==> src/ciwf_defines.svh <==
`ifndef CIWF_DEFINES_SVH
`define CIWF_DEFINES_SVH

// Process image word order
`define CIWF_IDX_CH1_DATA 2'h0
`define CIWF_IDX_CH1_STAT 2'h1
`define CIWF_IDX_CH2_DATA 2'h2
`define CIWF_IDX_CH2_STAT 2'h3

// Status word bit positions
`define CIWF_BIT_GLOBAL 0
`define CIWF_BIT_SHORT 1
`define CIWF_BIT_OVER_WARN 2
`define CIWF_BIT_OVER_ERR 3
`define CIWF_BIT_UNDER_WARN 4
`define CIWF_BIT_UNDER_ERR 5

// Data word layout: significant field and forced-zero bits
`define CIWF_DATA_MSB 14
`define CIWF_DATA_LSB 3
`define CIWF_DATA_MASK 16'h7FF8

// Count scale and thresholds
`define CIWF_FULL_SCALE 15'h7D00
`define CIWF_TOP_COUNT 16'h7FF8
`define CIWF_OVER_ERR_LEVEL 16'h8000
`define CIWF_UNDER_WARN_LEVEL 16'h0300
`define CIWF_SAT_16 16'hFFFF
`define CIWF_SAT_15 16'h7FFF

// Calibration limits
`define CIWF_MAXC_MIN 15'h5CF8
`define CIWF_MAXC_MAX 15'h7FF8
`define CIWF_AVG_MIN 4'h1
`define CIWF_AVG_MAX 4'h8

// Refresh timing
`define CIWF_REFRESH_NS 5000000
`define CIWF_CLK_PERIOD_NS 50

// Reset values
`define CIWF_ZERO_WORD 16'h0000

`endif

==> src/ciwf_pkg.sv <==
`default_nettype none
package ciwf_pkg;
	// Sequencer states, one-hot
	typedef enum logic [2:0] {
		CIWF_IDLE = 3'b001,
		CIWF_DIVIDE = 3'b010,
		CIWF_STORE = 3'b100
	} ciwf_state_t;
endpackage : ciwf_pkg
`default_nettype wire

==> src/ciwf_fifo.sv <==
`default_nettype none
module ciwf_fifo #(
	parameter int WIDTH = 16,
	parameter int DEPTH = 16
) (
	input wire logic core_clk,
	input wire logic resetn,
	input wire logic clk_en,
	input wire logic in_valid,
	output logic in_ready,
	input wire logic [WIDTH-1:0] in_data,
	output logic out_valid,
	input wire logic out_ready,
	output logic [WIDTH-1:0] out_data
);
	localparam int AW = $clog2(DEPTH);

	// Storage words
	logic [WIDTH-1:0] mem [DEPTH];
	// Pointers and fill level
	logic [AW-1:0] wr_ptr;
	logic [AW-1:0] rd_ptr;
	logic [AW:0] fill;
	logic [AW:0] next_fill;
	logic push;
	logic pop;

	// Handshakes on both sides
	assign push = in_valid && in_ready;
	assign pop = out_valid && out_ready;
	assign next_fill = fill + (AW+1)'(push) - (AW+1)'(pop);
	assign out_data = mem[rd_ptr];

	// Write side
	always_ff @(posedge core_clk) begin
		if (clk_en && push) begin
			mem[wr_ptr] <= in_data;
		end
	end

	// Pointers and registered full and empty
	always_ff @(posedge core_clk) begin
		if (!resetn) begin
			wr_ptr <= '0;
			rd_ptr <= '0;
			fill <= '0;
			in_ready <= 1'b0;
			out_valid <= 1'b0;
		end else if (clk_en) begin
			if (push) begin
				wr_ptr <= wr_ptr + AW'(1);
			end
			if (pop) begin
				rd_ptr <= rd_ptr + AW'(1);
			end
			fill <= next_fill;
			in_ready <= (next_fill != (AW+1)'(DEPTH));
			out_valid <= (next_fill != '0);
		end
	end
endmodule : ciwf_fifo
`default_nettype wire

==> src/ciwf_divider.sv <==
`default_nettype none
module ciwf_divider #(
	parameter int NUM_W = 33,
	parameter int DEN_W = 19
) (
	input wire logic core_clk,
	input wire logic resetn,
	input wire logic clk_en,
	input wire logic start,
	input wire logic [NUM_W-1:0] numerator,
	input wire logic [DEN_W-1:0] denominator,
	output logic busy,
	output logic done,
	output logic [NUM_W-1:0] quotient
);
	localparam int CW = $clog2(NUM_W + 1);

	// Partial remainder, dividend shifting into quotient, divisor
	logic [DEN_W:0] rem;
	logic [NUM_W-1:0] dvd;
	logic [DEN_W-1:0] dvs;
	logic [CW-1:0] bits_left;
	logic [DEN_W:0] rem_sh;
	logic fits;
	logic [DEN_W:0] next_rem;

	// One restoring step per cycle
	assign rem_sh = {rem[DEN_W-1:0], dvd[NUM_W-1]};
	assign fits = (rem_sh >= {1'b0, dvs});
	assign next_rem = fits ? (rem_sh - {1'b0, dvs}) : rem_sh;
	assign quotient = dvd;

	// Iteration control
	always_ff @(posedge core_clk) begin
		if (!resetn) begin
			rem <= '0;
			dvd <= '0;
			dvs <= '0;
			bits_left <= '0;
			busy <= 1'b0;
			done <= 1'b0;
		end else if (clk_en) begin
			done <= 1'b0;
			if (start && !busy) begin
				rem <= '0;
				dvd <= numerator;
				dvs <= denominator;
				bits_left <= CW'(NUM_W);
				busy <= 1'b1;
			end else if (busy) begin
				rem <= next_rem;
				dvd <= {dvd[NUM_W-2:0], fits};
				bits_left <= bits_left - CW'(1);
				if (bits_left == CW'(1)) begin
					busy <= 1'b0;
					done <= 1'b1;
				end
			end
		end
	end
endmodule : ciwf_divider
`default_nettype wire

==> src/ciwf_top.sv <==
// What this block does
// - Reading sits in data bits 14..3
// - Counts 0..32760 in steps of eight
// - Linear scale, 32000 counts is 20 mA
// - Data bit 15 always zero
// - Data bits 2..0 always zero
// - Words: ch1 data, ch1 status, ch2 data/status
// - Status in six low bits, rest zero
// - Global bit is short or overcurrent error
// - Bit 1 flags sensor supply short
// - Bit 2 warns above 20 mA
// - Bit 3 errors at 20.48 mA up
// - Bit 4 warns below 0.48 mA
// - Bit 5 errors at zero current
// - Supply faults reported within 15 ms
// - Offset calibration 0..8191 counts
// - Max count calibration 23800..32760
// - Both channels refreshed every 5 ms
// - Module-wide averaging over 1..8 samples
`include "ciwf_defines.svh"
`default_nettype none
module ciwf_top #(
	parameter int REFRESH_CYCLES = `CIWF_REFRESH_NS / `CIWF_CLK_PERIOD_NS,
	parameter int FIFO_DEPTH = 16
) (
	input wire logic core_clk,
	input wire logic resetn,
	input wire logic clk_en,
	input wire logic sample_valid,
	output logic sample_ready,
	input wire logic sample_channel,
	input wire logic [14:0] sample_count,
	input wire logic sensor_power_short_pin,
	input wire logic [12:0] offset_ch1,
	input wire logic [12:0] offset_ch2,
	input wire logic [14:0] max_count_ch1,
	input wire logic [14:0] max_count_ch2,
	input wire logic [7:0] average_samples,
	input wire logic image_rd_en,
	input wire logic [1:0] image_rd_index,
	output logic [15:0] image_rd_data,
	output logic image_rd_valid,
	output logic conversion_start
);
	localparam int NUM_W = 33;
	localparam int DEN_W = 19;
	localparam int TW = $clog2(REFRESH_CYCLES);

	// Clamp a max count setting into its legal band
	function automatic logic [14:0] ciwf_clamp_maxc(input logic [14:0] v);
		if (v < `CIWF_MAXC_MIN) begin
			return `CIWF_MAXC_MIN;
		end else if (v > `CIWF_MAXC_MAX) begin
			return `CIWF_MAXC_MAX;
		end
		return v;
	endfunction : ciwf_clamp_maxc

	// Sequencer state
	ciwf_pkg::ciwf_state_t state;
	// Short pin synchroniser
	logic short_meta;
	logic short_sync;
	// Refresh timer
	logic [TW-1:0] refresh_cnt;
	// FIFO drain side
	logic fifo_valid;
	logic fifo_ready;
	logic [15:0] fifo_data;
	logic pop;
	// Per-channel accumulation
	logic [17:0] acc_sum [2];
	logic [3:0] acc_cnt [2];
	// Decoded settings
	logic [3:0] avg_n;
	logic [12:0] offs_sel;
	logic [14:0] maxc_sel;
	// Arithmetic for the division launch
	logic pop_ch;
	logic [17:0] total;
	logic [16:0] n_offset;
	logic [17:0] net;
	logic [NUM_W-1:0] div_num;
	logic [DEN_W-1:0] div_den;
	logic last_sample;
	logic div_start;
	logic div_done;
	logic [NUM_W-1:0] div_quot;
	// Channel being converted
	logic work_ch;
	// Result shaping
	logic [15:0] full_val;
	logic [15:0] data_val;
	// Stored image per channel
	logic [15:0] data_word [2];
	logic [3:0] cond_flags [2];
	// Status words assembled from flags and the live short
	logic [15:0] stat_word [2];

	// Two-flop synchroniser for the supply short pin
	always_ff @(posedge core_clk) begin
		if (!resetn) begin
			short_meta <= 1'b0;
			short_sync <= 1'b0;
		end else if (clk_en) begin
			short_meta <= sensor_power_short_pin;
			short_sync <= short_meta;
		end
	end

	always_ff @(posedge core_clk) begin
		if (!resetn) begin
			refresh_cnt <= '0;
			conversion_start <= 1'b0;
		end else if (clk_en) begin
			conversion_start <= (refresh_cnt == TW'(REFRESH_CYCLES - 1));
			if (refresh_cnt == TW'(REFRESH_CYCLES - 1)) begin
				refresh_cnt <= '0;
			end else begin
				refresh_cnt <= refresh_cnt + TW'(1);
			end
		end
	end

	// Raw sample buffer, word is channel and count
	ciwf_fifo #(
		.WIDTH(16),
		.DEPTH(FIFO_DEPTH)
	) u_fifo (
		.core_clk(core_clk),
		.resetn(resetn),
		.clk_en(clk_en),
		.in_valid(sample_valid),
		.in_ready(sample_ready),
		.in_data({sample_channel, sample_count}),
		.out_valid(fifo_valid),
		.out_ready(fifo_ready),
		.out_data(fifo_data)
	);

	// Drain only while idle, so a busy divider backs up the buffer
	assign fifo_ready = (state == ciwf_pkg::CIWF_IDLE);
	assign pop = fifo_valid && fifo_ready;
	assign pop_ch = fifo_data[15];

	always_comb begin
		if (average_samples < 8'(`CIWF_AVG_MIN)) begin
			avg_n = `CIWF_AVG_MIN;
		end else if (average_samples > 8'(`CIWF_AVG_MAX)) begin
			avg_n = `CIWF_AVG_MAX;
		end else begin
			avg_n = average_samples[3:0];
		end
	end

	// offset of the channel in hand, 13 bits caps it at 8191
	assign offs_sel = pop_ch ? offset_ch2 : offset_ch1;
	// max count of the channel in hand, clamped
	assign maxc_sel = pop_ch ? ciwf_clamp_maxc(max_count_ch2) : ciwf_clamp_maxc(max_count_ch1);

	// (sum - n*offset) * 32000 / (n * maxcount), floored at zero
	assign total = acc_sum[pop_ch] + {3'h0, fifo_data[14:0]};
	assign n_offset = 17'(avg_n) * 17'(offs_sel);
	assign net = (total > {1'b0, n_offset}) ? (total - {1'b0, n_offset}) : 18'h0;
	// linear scale by the full-scale count
	// Widen before multiplying, or the products wrap at the operand width
	assign div_num = NUM_W'(net) * NUM_W'(`CIWF_FULL_SCALE);
	assign div_den = DEN_W'(avg_n) * DEN_W'(maxc_sel);
	assign last_sample = ((acc_cnt[pop_ch] + 4'h1) >= avg_n);
	assign div_start = pop && last_sample;

	// Sequential divider
	ciwf_divider #(
		.NUM_W(NUM_W),
		.DEN_W(DEN_W)
	) u_div (
		.core_clk(core_clk),
		.resetn(resetn),
		.clk_en(clk_en),
		.start(div_start),
		.numerator(div_num),
		.denominator(div_den),
		.busy(),
		.done(div_done),
		.quotient(div_quot)
	);

	// accumulate per channel until the depth is reached
	always_ff @(posedge core_clk) begin
		if (!resetn) begin
			acc_sum[0] <= '0;
			acc_sum[1] <= '0;
			acc_cnt[0] <= '0;
			acc_cnt[1] <= '0;
			work_ch <= 1'b0;
		end else if (clk_en && pop) begin
			if (last_sample) begin
				acc_sum[pop_ch] <= '0;
				acc_cnt[pop_ch] <= '0;
				work_ch <= pop_ch;
			end else begin
				acc_sum[pop_ch] <= total;
				acc_cnt[pop_ch] <= acc_cnt[pop_ch] + 4'h1;
			end
		end
	end

	// Sequencer: idle, divide, store
	always_ff @(posedge core_clk) begin
		if (!resetn) begin
			state <= ciwf_pkg::CIWF_IDLE;
		end else if (clk_en) begin
			case (state)
				ciwf_pkg::CIWF_IDLE: begin
					if (div_start) begin
						state <= ciwf_pkg::CIWF_DIVIDE;
					end
				end
				ciwf_pkg::CIWF_DIVIDE: begin
					if (div_done) begin
						state <= ciwf_pkg::CIWF_STORE;
					end
				end
				ciwf_pkg::CIWF_STORE: begin
					state <= ciwf_pkg::CIWF_IDLE;
				end
				default: begin
					state <= ciwf_pkg::CIWF_IDLE;
				end
			endcase
		end
	end

	// Quotient saturated to 16 bits for flag compares
	assign full_val = (div_quot > NUM_W'(`CIWF_SAT_16)) ? `CIWF_SAT_16 : div_quot[15:0];
	// sign and low bits forced to zero
	assign data_val = ((full_val > `CIWF_SAT_15) ? `CIWF_SAT_15 : full_val) & `CIWF_DATA_MASK;

	// store the new reading and recompute its flags
	always_ff @(posedge core_clk) begin
		if (!resetn) begin
			data_word[0] <= `CIWF_ZERO_WORD;
			data_word[1] <= `CIWF_ZERO_WORD;
			cond_flags[0] <= '0;
			cond_flags[1] <= '0;
		end else if (clk_en && state == ciwf_pkg::CIWF_STORE) begin
			data_word[work_ch] <= data_val;
			cond_flags[work_ch][0] <= (full_val > 16'(`CIWF_FULL_SCALE));
			// error at or above 20.48 mA
			cond_flags[work_ch][1] <= (full_val >= `CIWF_OVER_ERR_LEVEL);
			cond_flags[work_ch][2] <= (full_val < `CIWF_UNDER_WARN_LEVEL);
			cond_flags[work_ch][3] <= (full_val == `CIWF_ZERO_WORD);
		end
	end

	// Status word assembly, one per channel
	genvar gi;
	generate
		for (gi = 0; gi < 2; gi++) begin : g_stat
			always_comb begin
				stat_word[gi] = `CIWF_ZERO_WORD;
				// global bit from short or overcurrent error
				stat_word[gi][`CIWF_BIT_GLOBAL] = short_sync | cond_flags[gi][1];
				// short passed on as soon as synchronised
				stat_word[gi][`CIWF_BIT_SHORT] = short_sync;
				// flags in the six low bits only
				stat_word[gi][`CIWF_BIT_OVER_WARN] = cond_flags[gi][0];
				stat_word[gi][`CIWF_BIT_OVER_ERR] = cond_flags[gi][1];
				stat_word[gi][`CIWF_BIT_UNDER_WARN] = cond_flags[gi][2];
				stat_word[gi][`CIWF_BIT_UNDER_ERR] = cond_flags[gi][3];
			end
		end
	endgenerate

	always_ff @(posedge core_clk) begin
		if (!resetn) begin
			image_rd_data <= `CIWF_ZERO_WORD;
			image_rd_valid <= 1'b0;
		end else if (clk_en) begin
			image_rd_valid <= image_rd_en;
			if (image_rd_en) begin
				if (image_rd_index == `CIWF_IDX_CH1_DATA) begin
					image_rd_data <= data_word[0];
				end else if (image_rd_index == `CIWF_IDX_CH1_STAT) begin
					image_rd_data <= stat_word[0];
				end else if (image_rd_index == `CIWF_IDX_CH2_DATA) begin
					image_rd_data <= data_word[1];
				end else begin
					image_rd_data <= stat_word[1];
				end
			end
		end
	end

	property p_data_zero_bits;
		@(posedge core_clk) disable iff (!resetn)
		(data_word[0] & ~`CIWF_DATA_MASK) == 16'h0 && (data_word[1] & ~`CIWF_DATA_MASK) == 16'h0;
	endproperty
	a_data_zero_bits: assert property (p_data_zero_bits) else $error("data word bad bits");

	property p_data_read;
		@(posedge core_clk) disable iff (!resetn)
		(clk_en && image_rd_en && image_rd_index == `CIWF_IDX_CH2_DATA)
			|=> (image_rd_valid && image_rd_data == $past(data_word[1]));
	endproperty
	a_data_read: assert property (p_data_read) else $error("ch2 data read wrong");

	property p_stat_upper;
		@(posedge core_clk) disable iff (!resetn)
		(clk_en && image_rd_en && image_rd_index[0]) |=> image_rd_data[15:6] == 10'h0;
	endproperty
	a_stat_upper: assert property (p_stat_upper) else $error("status upper bits set");

	property p_global;
		@(posedge core_clk) disable iff (!resetn)
		(clk_en && image_rd_en && image_rd_index[0])
			|=> image_rd_data[0] == (image_rd_data[1] | image_rd_data[3]);
	endproperty
	a_global: assert property (p_global) else $error("global bit mismatch");

	property p_short;
		@(posedge core_clk) disable iff (!resetn)
		(clk_en && sensor_power_short_pin) [*3] ##0 (image_rd_en && image_rd_index[0])
			|=> image_rd_data[1];
	endproperty
	a_short: assert property (p_short) else $error("short not reported");

	property p_over_warn;
		@(posedge core_clk) disable iff (!resetn)
		cond_flags[0][0] |-> data_word[0] >= 16'(`CIWF_FULL_SCALE);
	endproperty
	a_over_warn: assert property (p_over_warn) else $error("warning without high reading");

	property p_over_err;
		@(posedge core_clk) disable iff (!resetn)
		cond_flags[0][1] |-> (data_word[0] == `CIWF_TOP_COUNT && cond_flags[0][0]);
	endproperty
	a_over_err: assert property (p_over_err) else $error("error without top count");

	property p_under_warn;
		@(posedge core_clk) disable iff (!resetn)
		(state == ciwf_pkg::CIWF_STORE && work_ch == 1'b0 && clk_en)
			|=> cond_flags[0][2] == (data_word[0] < `CIWF_UNDER_WARN_LEVEL);
	endproperty
	a_under_warn: assert property (p_under_warn) else $error("low warning mismatch");

	property p_under_err;
		@(posedge core_clk) disable iff (!resetn)
		cond_flags[1][3] |-> (data_word[1] == `CIWF_ZERO_WORD && cond_flags[1][2]);
	endproperty
	a_under_err: assert property (p_under_err) else $error("zero error without zero data");

	// A frozen clock enable may hold the pulse, so only enabled edges count
	property p_refresh;
		@(posedge core_clk) disable iff (!resetn)
		(clk_en && conversion_start) |=> !conversion_start;
	endproperty
	a_refresh: assert property (p_refresh) else $error("refresh pulse too long");
endmodule : ciwf_top
`default_nettype wire

==> config.mk <==
export PLATFORM = sky130hd
export DESIGN_NAME = ciwf_top
export DESIGN_NICKNAME = d
export VERILOG_FILES = /design/src/ciwf_pkg.sv /design/src/ciwf_fifo.sv /design/src/ciwf_divider.sv /design/src/ciwf_top.sv
export VERILOG_INCLUDE_DIRS = /design/src /design/src/src
export SDC_FILE = /design/constraint.sdc
export NUM_CORES = 1
export LEC_CHECK = 0
export BUFFER_PORTS_ARGS = -buffer_cell sky130_fd_sc_hd__buf_2
export CAP_MARGIN = 20
export CORE_ASPECT_RATIO = 0.7
export CORE_UTILIZATION = 60
export DETAILED_ROUTE_END_ITERATION = 12
export PLACE_DENSITY = 0.84
export SYNTH_ARGS = -nofsm -noshare
export SYNTH_HDL_FRONTEND = slang
export SYNTH_SLANG_ARGS = --single-unit
==> constraint.sdc <==
create_clock -name core_clk -period 18.5 [get_ports core_clk]
set_input_delay 0.925 -clock core_clk [delete_from_list [all_inputs] [get_ports core_clk]]
set_output_delay 0.925 -clock core_clk [all_outputs]
set_load 0.05 [all_outputs]
==> results.sh <==
export IMPL_hold_path_depth=2
export IMPL_fp_dieH_um=182.1
export IMPL_avgViaCountPerCell=6.247
export IMPL_finalCriticalPeriod_ps=12510
export IMPL_dr_first_iter_drc_count=2287
export IMPL_r2r_end="u_div.quotient[26]$_SDFFE_PN0P_"
export IMPL_critPathArrivalTime_ps=12950
export IMPL_whs_endpoint="image_rd_data[2]$_SDFFE_PN0P_"
export IMPL_netlist_area_leader_share_pct=35.87
export IMPL_routedWlPerCell_um=22.01
export IMPL_grt_setup_unrepaired="false"
export IMPL_drt_pass1_iter_count=6
export IMPL_tightest_slew_ps=1057
export IMPL_maxCapViolCount=0
export IMPL_vias=20040
export IMPL_crit_path_frequent_cell="fa_1"
export IMPL_synth_seq_cells=470
export IMPL_ff2ff_path_depth=40
export IMPL_grt_max_degree=75
export IMPL_post_cts_resized=0
export IMPL_hold_buffers=0
export IMPL_cts_tree="done"
export IMPL_ys_warn_count=0
export IMPL_cts_setup_buffers=0
export IMPL_yosys_area_top_type="edfxtp_1"
export IMPL_worst_slack_ps=5987
export IMPL_status="completed"
export IMPL_clkTransAtPathRegs_ps=60
export IMPL_cp_data_required_time_ps=18940
export IMPL_synth_main_ff_cell="edfxtp_1"
export IMPL_area_growth_synth_to_final_pct=10.06
export IMPL_setup_viol=0
export IMPL_grt_first_pass_wirelength_mm=110.8
export IMPL_finalSetupTns_ps=0
export IMPL_synth_most_common_cell="edfxtp_1"
export IMPL_reg2reg_setup_slack_ps=5990
export IMPL_hold_class="register to register"
export IMPL_finalCritPeriodShare_pct=67.64
export IMPL_gp_congestion=0.8932
export IMPL_cts_buffer_depth=3
export IMPL_seq_area_frac_synth_pct=45.81
export IMPL_fp_dieW_um=259.2
export IMPL_worstHoldStart="image_rd_data[2]$_SDFFE_PN0P_"
export IMPL_cts_sink_count=470
export IMPL_cp_max_fo=64
export IMPL_core_area_um2=45380
export IMPL_maxSlewViolCount=0
export IMPL_antenna_found_initial=5
export IMPL_layout_drive_gt1_share_pct=13.96
export IMPL_critPathKind="register to register"
export IMPL_final_nets=2937
export IMPL_ys_types=73
export IMPL_overflow=0
export IMPL_io_pins=107
export IMPL_drc=0
export IMPL_cts_buffers=44
export IMPL_critPathMaxStageDelay_ps=750
export IMPL_fp_row_count=65
export IMPL_cts_max_level=2
export IMPL_hold_violations=0
export IMPL_antenna_left=0
export IMPL_crit_path_start_kind="register"
export IMPL_synth_cells=2466
export IMPL_finalClockSkew_ps=52.98
export IMPL_synth_edf_count=332
export IMPL_end_kind="register"
export IMPL_max_clock_freq_mhz=79.92
export IMPL_yosys_top_cells_count="332 x edfxtp_1, 264 x nor2_1, 239 x inv_1"
export IMPL_grt_usage_pct=30.34
export IMPL_die_area_um2=47200
export IMPL_clock_latency_ps=590
export IMPL_start_util_pct=61.24
export IMPL_synthArstFlopShare_pct=0
export IMPL_dp_slack_ps=6397
export IMPL_grt_pass1_vias=20100
export IMPL_cpMaxStageDelayCell="buf_4"
export IMPL_syn_cell_area_um2=27790
export IMPL_drt_total_wl_mm=70.62
export IMPL_dp_hpwl_mm=48.13
export IMPL_avgSynthCellArea_um2=11.27
export IMPL_maxSlewHeadroom_pct=27.53
export IMPL_synthTopCellsByArea="edfxtp_1 36%, dfxtp_1 9.9%, fa_1 8.0%, ha_1 7.7%, mux4_2 6.6%"
export IMPL_cts_root_buf="clkbuf_16"
export IMPL_syn_nets=2837
export IMPL_io_buffers=105
## layout by cell type, fill, tap and decap left out, types with 11 or more instances in the layout
cell and count:
and3_1 24, a21o_1 31, a22oi_1 13, o22ai_1 15
nor3_1 38, a31oi_1 17, nor2_1 263, fa_1 111
buf_2 105, clkbuf_16 47, nor4_1 13, nand2b_1 22
ha_1 172, and2_1 22, a211oi_1 13, mux4_2 82
dfxtp_1 136, o21a_1 12, mux2i_1 41, nand4_1 17
nand3_1 47, buf_4 34, clkbuf_1 11, o21ai_0 70
edfxtp_1 332, inv_1 239, nor2b_1 16, xnor2_1 58
mux2_2 37, a21oi_1 125, xor2_1 58, nand2_1 209
## layer usage
layer | wire length [µm] | track usage (%) | vias to the layer above
li1 | - | - | 8969
met1 | 28930 | 42.14 | 9689
met2 | 31900 | 47.05 | 1159
met3 | 6968 | 6.403 | 222
met4 | 2820 | 11.81 | 0
met5 | 0 | 0 | -
## metrics by stage
stage	std cells	hold WS (ps)	util [%]	cell area (µm²)
2_1_floorplan	2466	431.9	-	27790
3_3_place_gp	3120	439.6	63.97	29030
3_5_place_dp	3122	446.1	64.03	29060
4_1_cts	3202	454.2	67.31	30550
5_1_grt	3206	478.0	67.39	30580
6_report	3208	450.8	67.40	30590
## worst max path at each step
stage                        start                              end  slack [ps]  cells past startpoint
after global placement    register  u_div.quotient[31]$_SDFFE_PN0P_        6880                     44
after global routing      register  u_div.quotient[30]$_SDFFE_PN0P_        5280                     45
after CTS                 register  u_div.quotient[26]$_SDFFE_PN0P_        6220                     40
after detailed placement  register  u_div.quotient[31]$_SDFFE_PN0P_        6400                     44
final                     register  u_div.quotient[26]$_SDFFE_PN0P_        5990                     40
after floorplan           register  u_div.quotient[31]$_SDFFE_PN0P_        7990                     45
## flip-flops by register name (all words and copies together), names as in the netlist, 5 cells and up, named ones only
signal and flops:
u_div.rem 19, image_rd_data 15, u_fifo.mem 256, acc_cnt 8
u_div.bits_left 6, cond_flags 8, acc_sum 36, u_fifo.fill 5
data_word 24, u_div.dvs 19, refresh_cnt 17, u_div.quotient 33
## worst max-delay path, delay by kind of cell (launching register included)
family,cells,cell delay [ps]
compound gates,11,3290
xor+xnor,2,440
fa+ha+maj,8,3400
buf+inv,6,1830
flops,1,310
mux,5,1590
simple gates,8,1430
## kinds of logic (layout without fill, tap and decap cells)
group                    Yosys count  after routing  share of synthesized area (%)
AO/OA/AOI/OAI                    386            386                          8.874
XOR/XNOR                         116            116                          3.656
AND/OR/NAND/NOR                  721            721                          11.75
buffers and inverters            328            462                          4.502
other                              1              6                        0.01349
flip-flops                       470            470                          45.81
adder cells (fa/ha/maj)          283            283                          15.74
multiplexers                     161            161                          9.657
## cell type report
class	instances	area, µm²
fill	3133	14790
multi-input combinational	1668	13860
sequential	470	12740
clock buffer	66	1321
inverter	240	900.9
timing repair buffer	142	834.6
tap	603	754.5
clock inverter	14	170.2
antenna	5	12.51
Power is left out: the tool's default activity adds up to more than one toggle a clock period on the data nets, which glitch-free logic cannot reach.
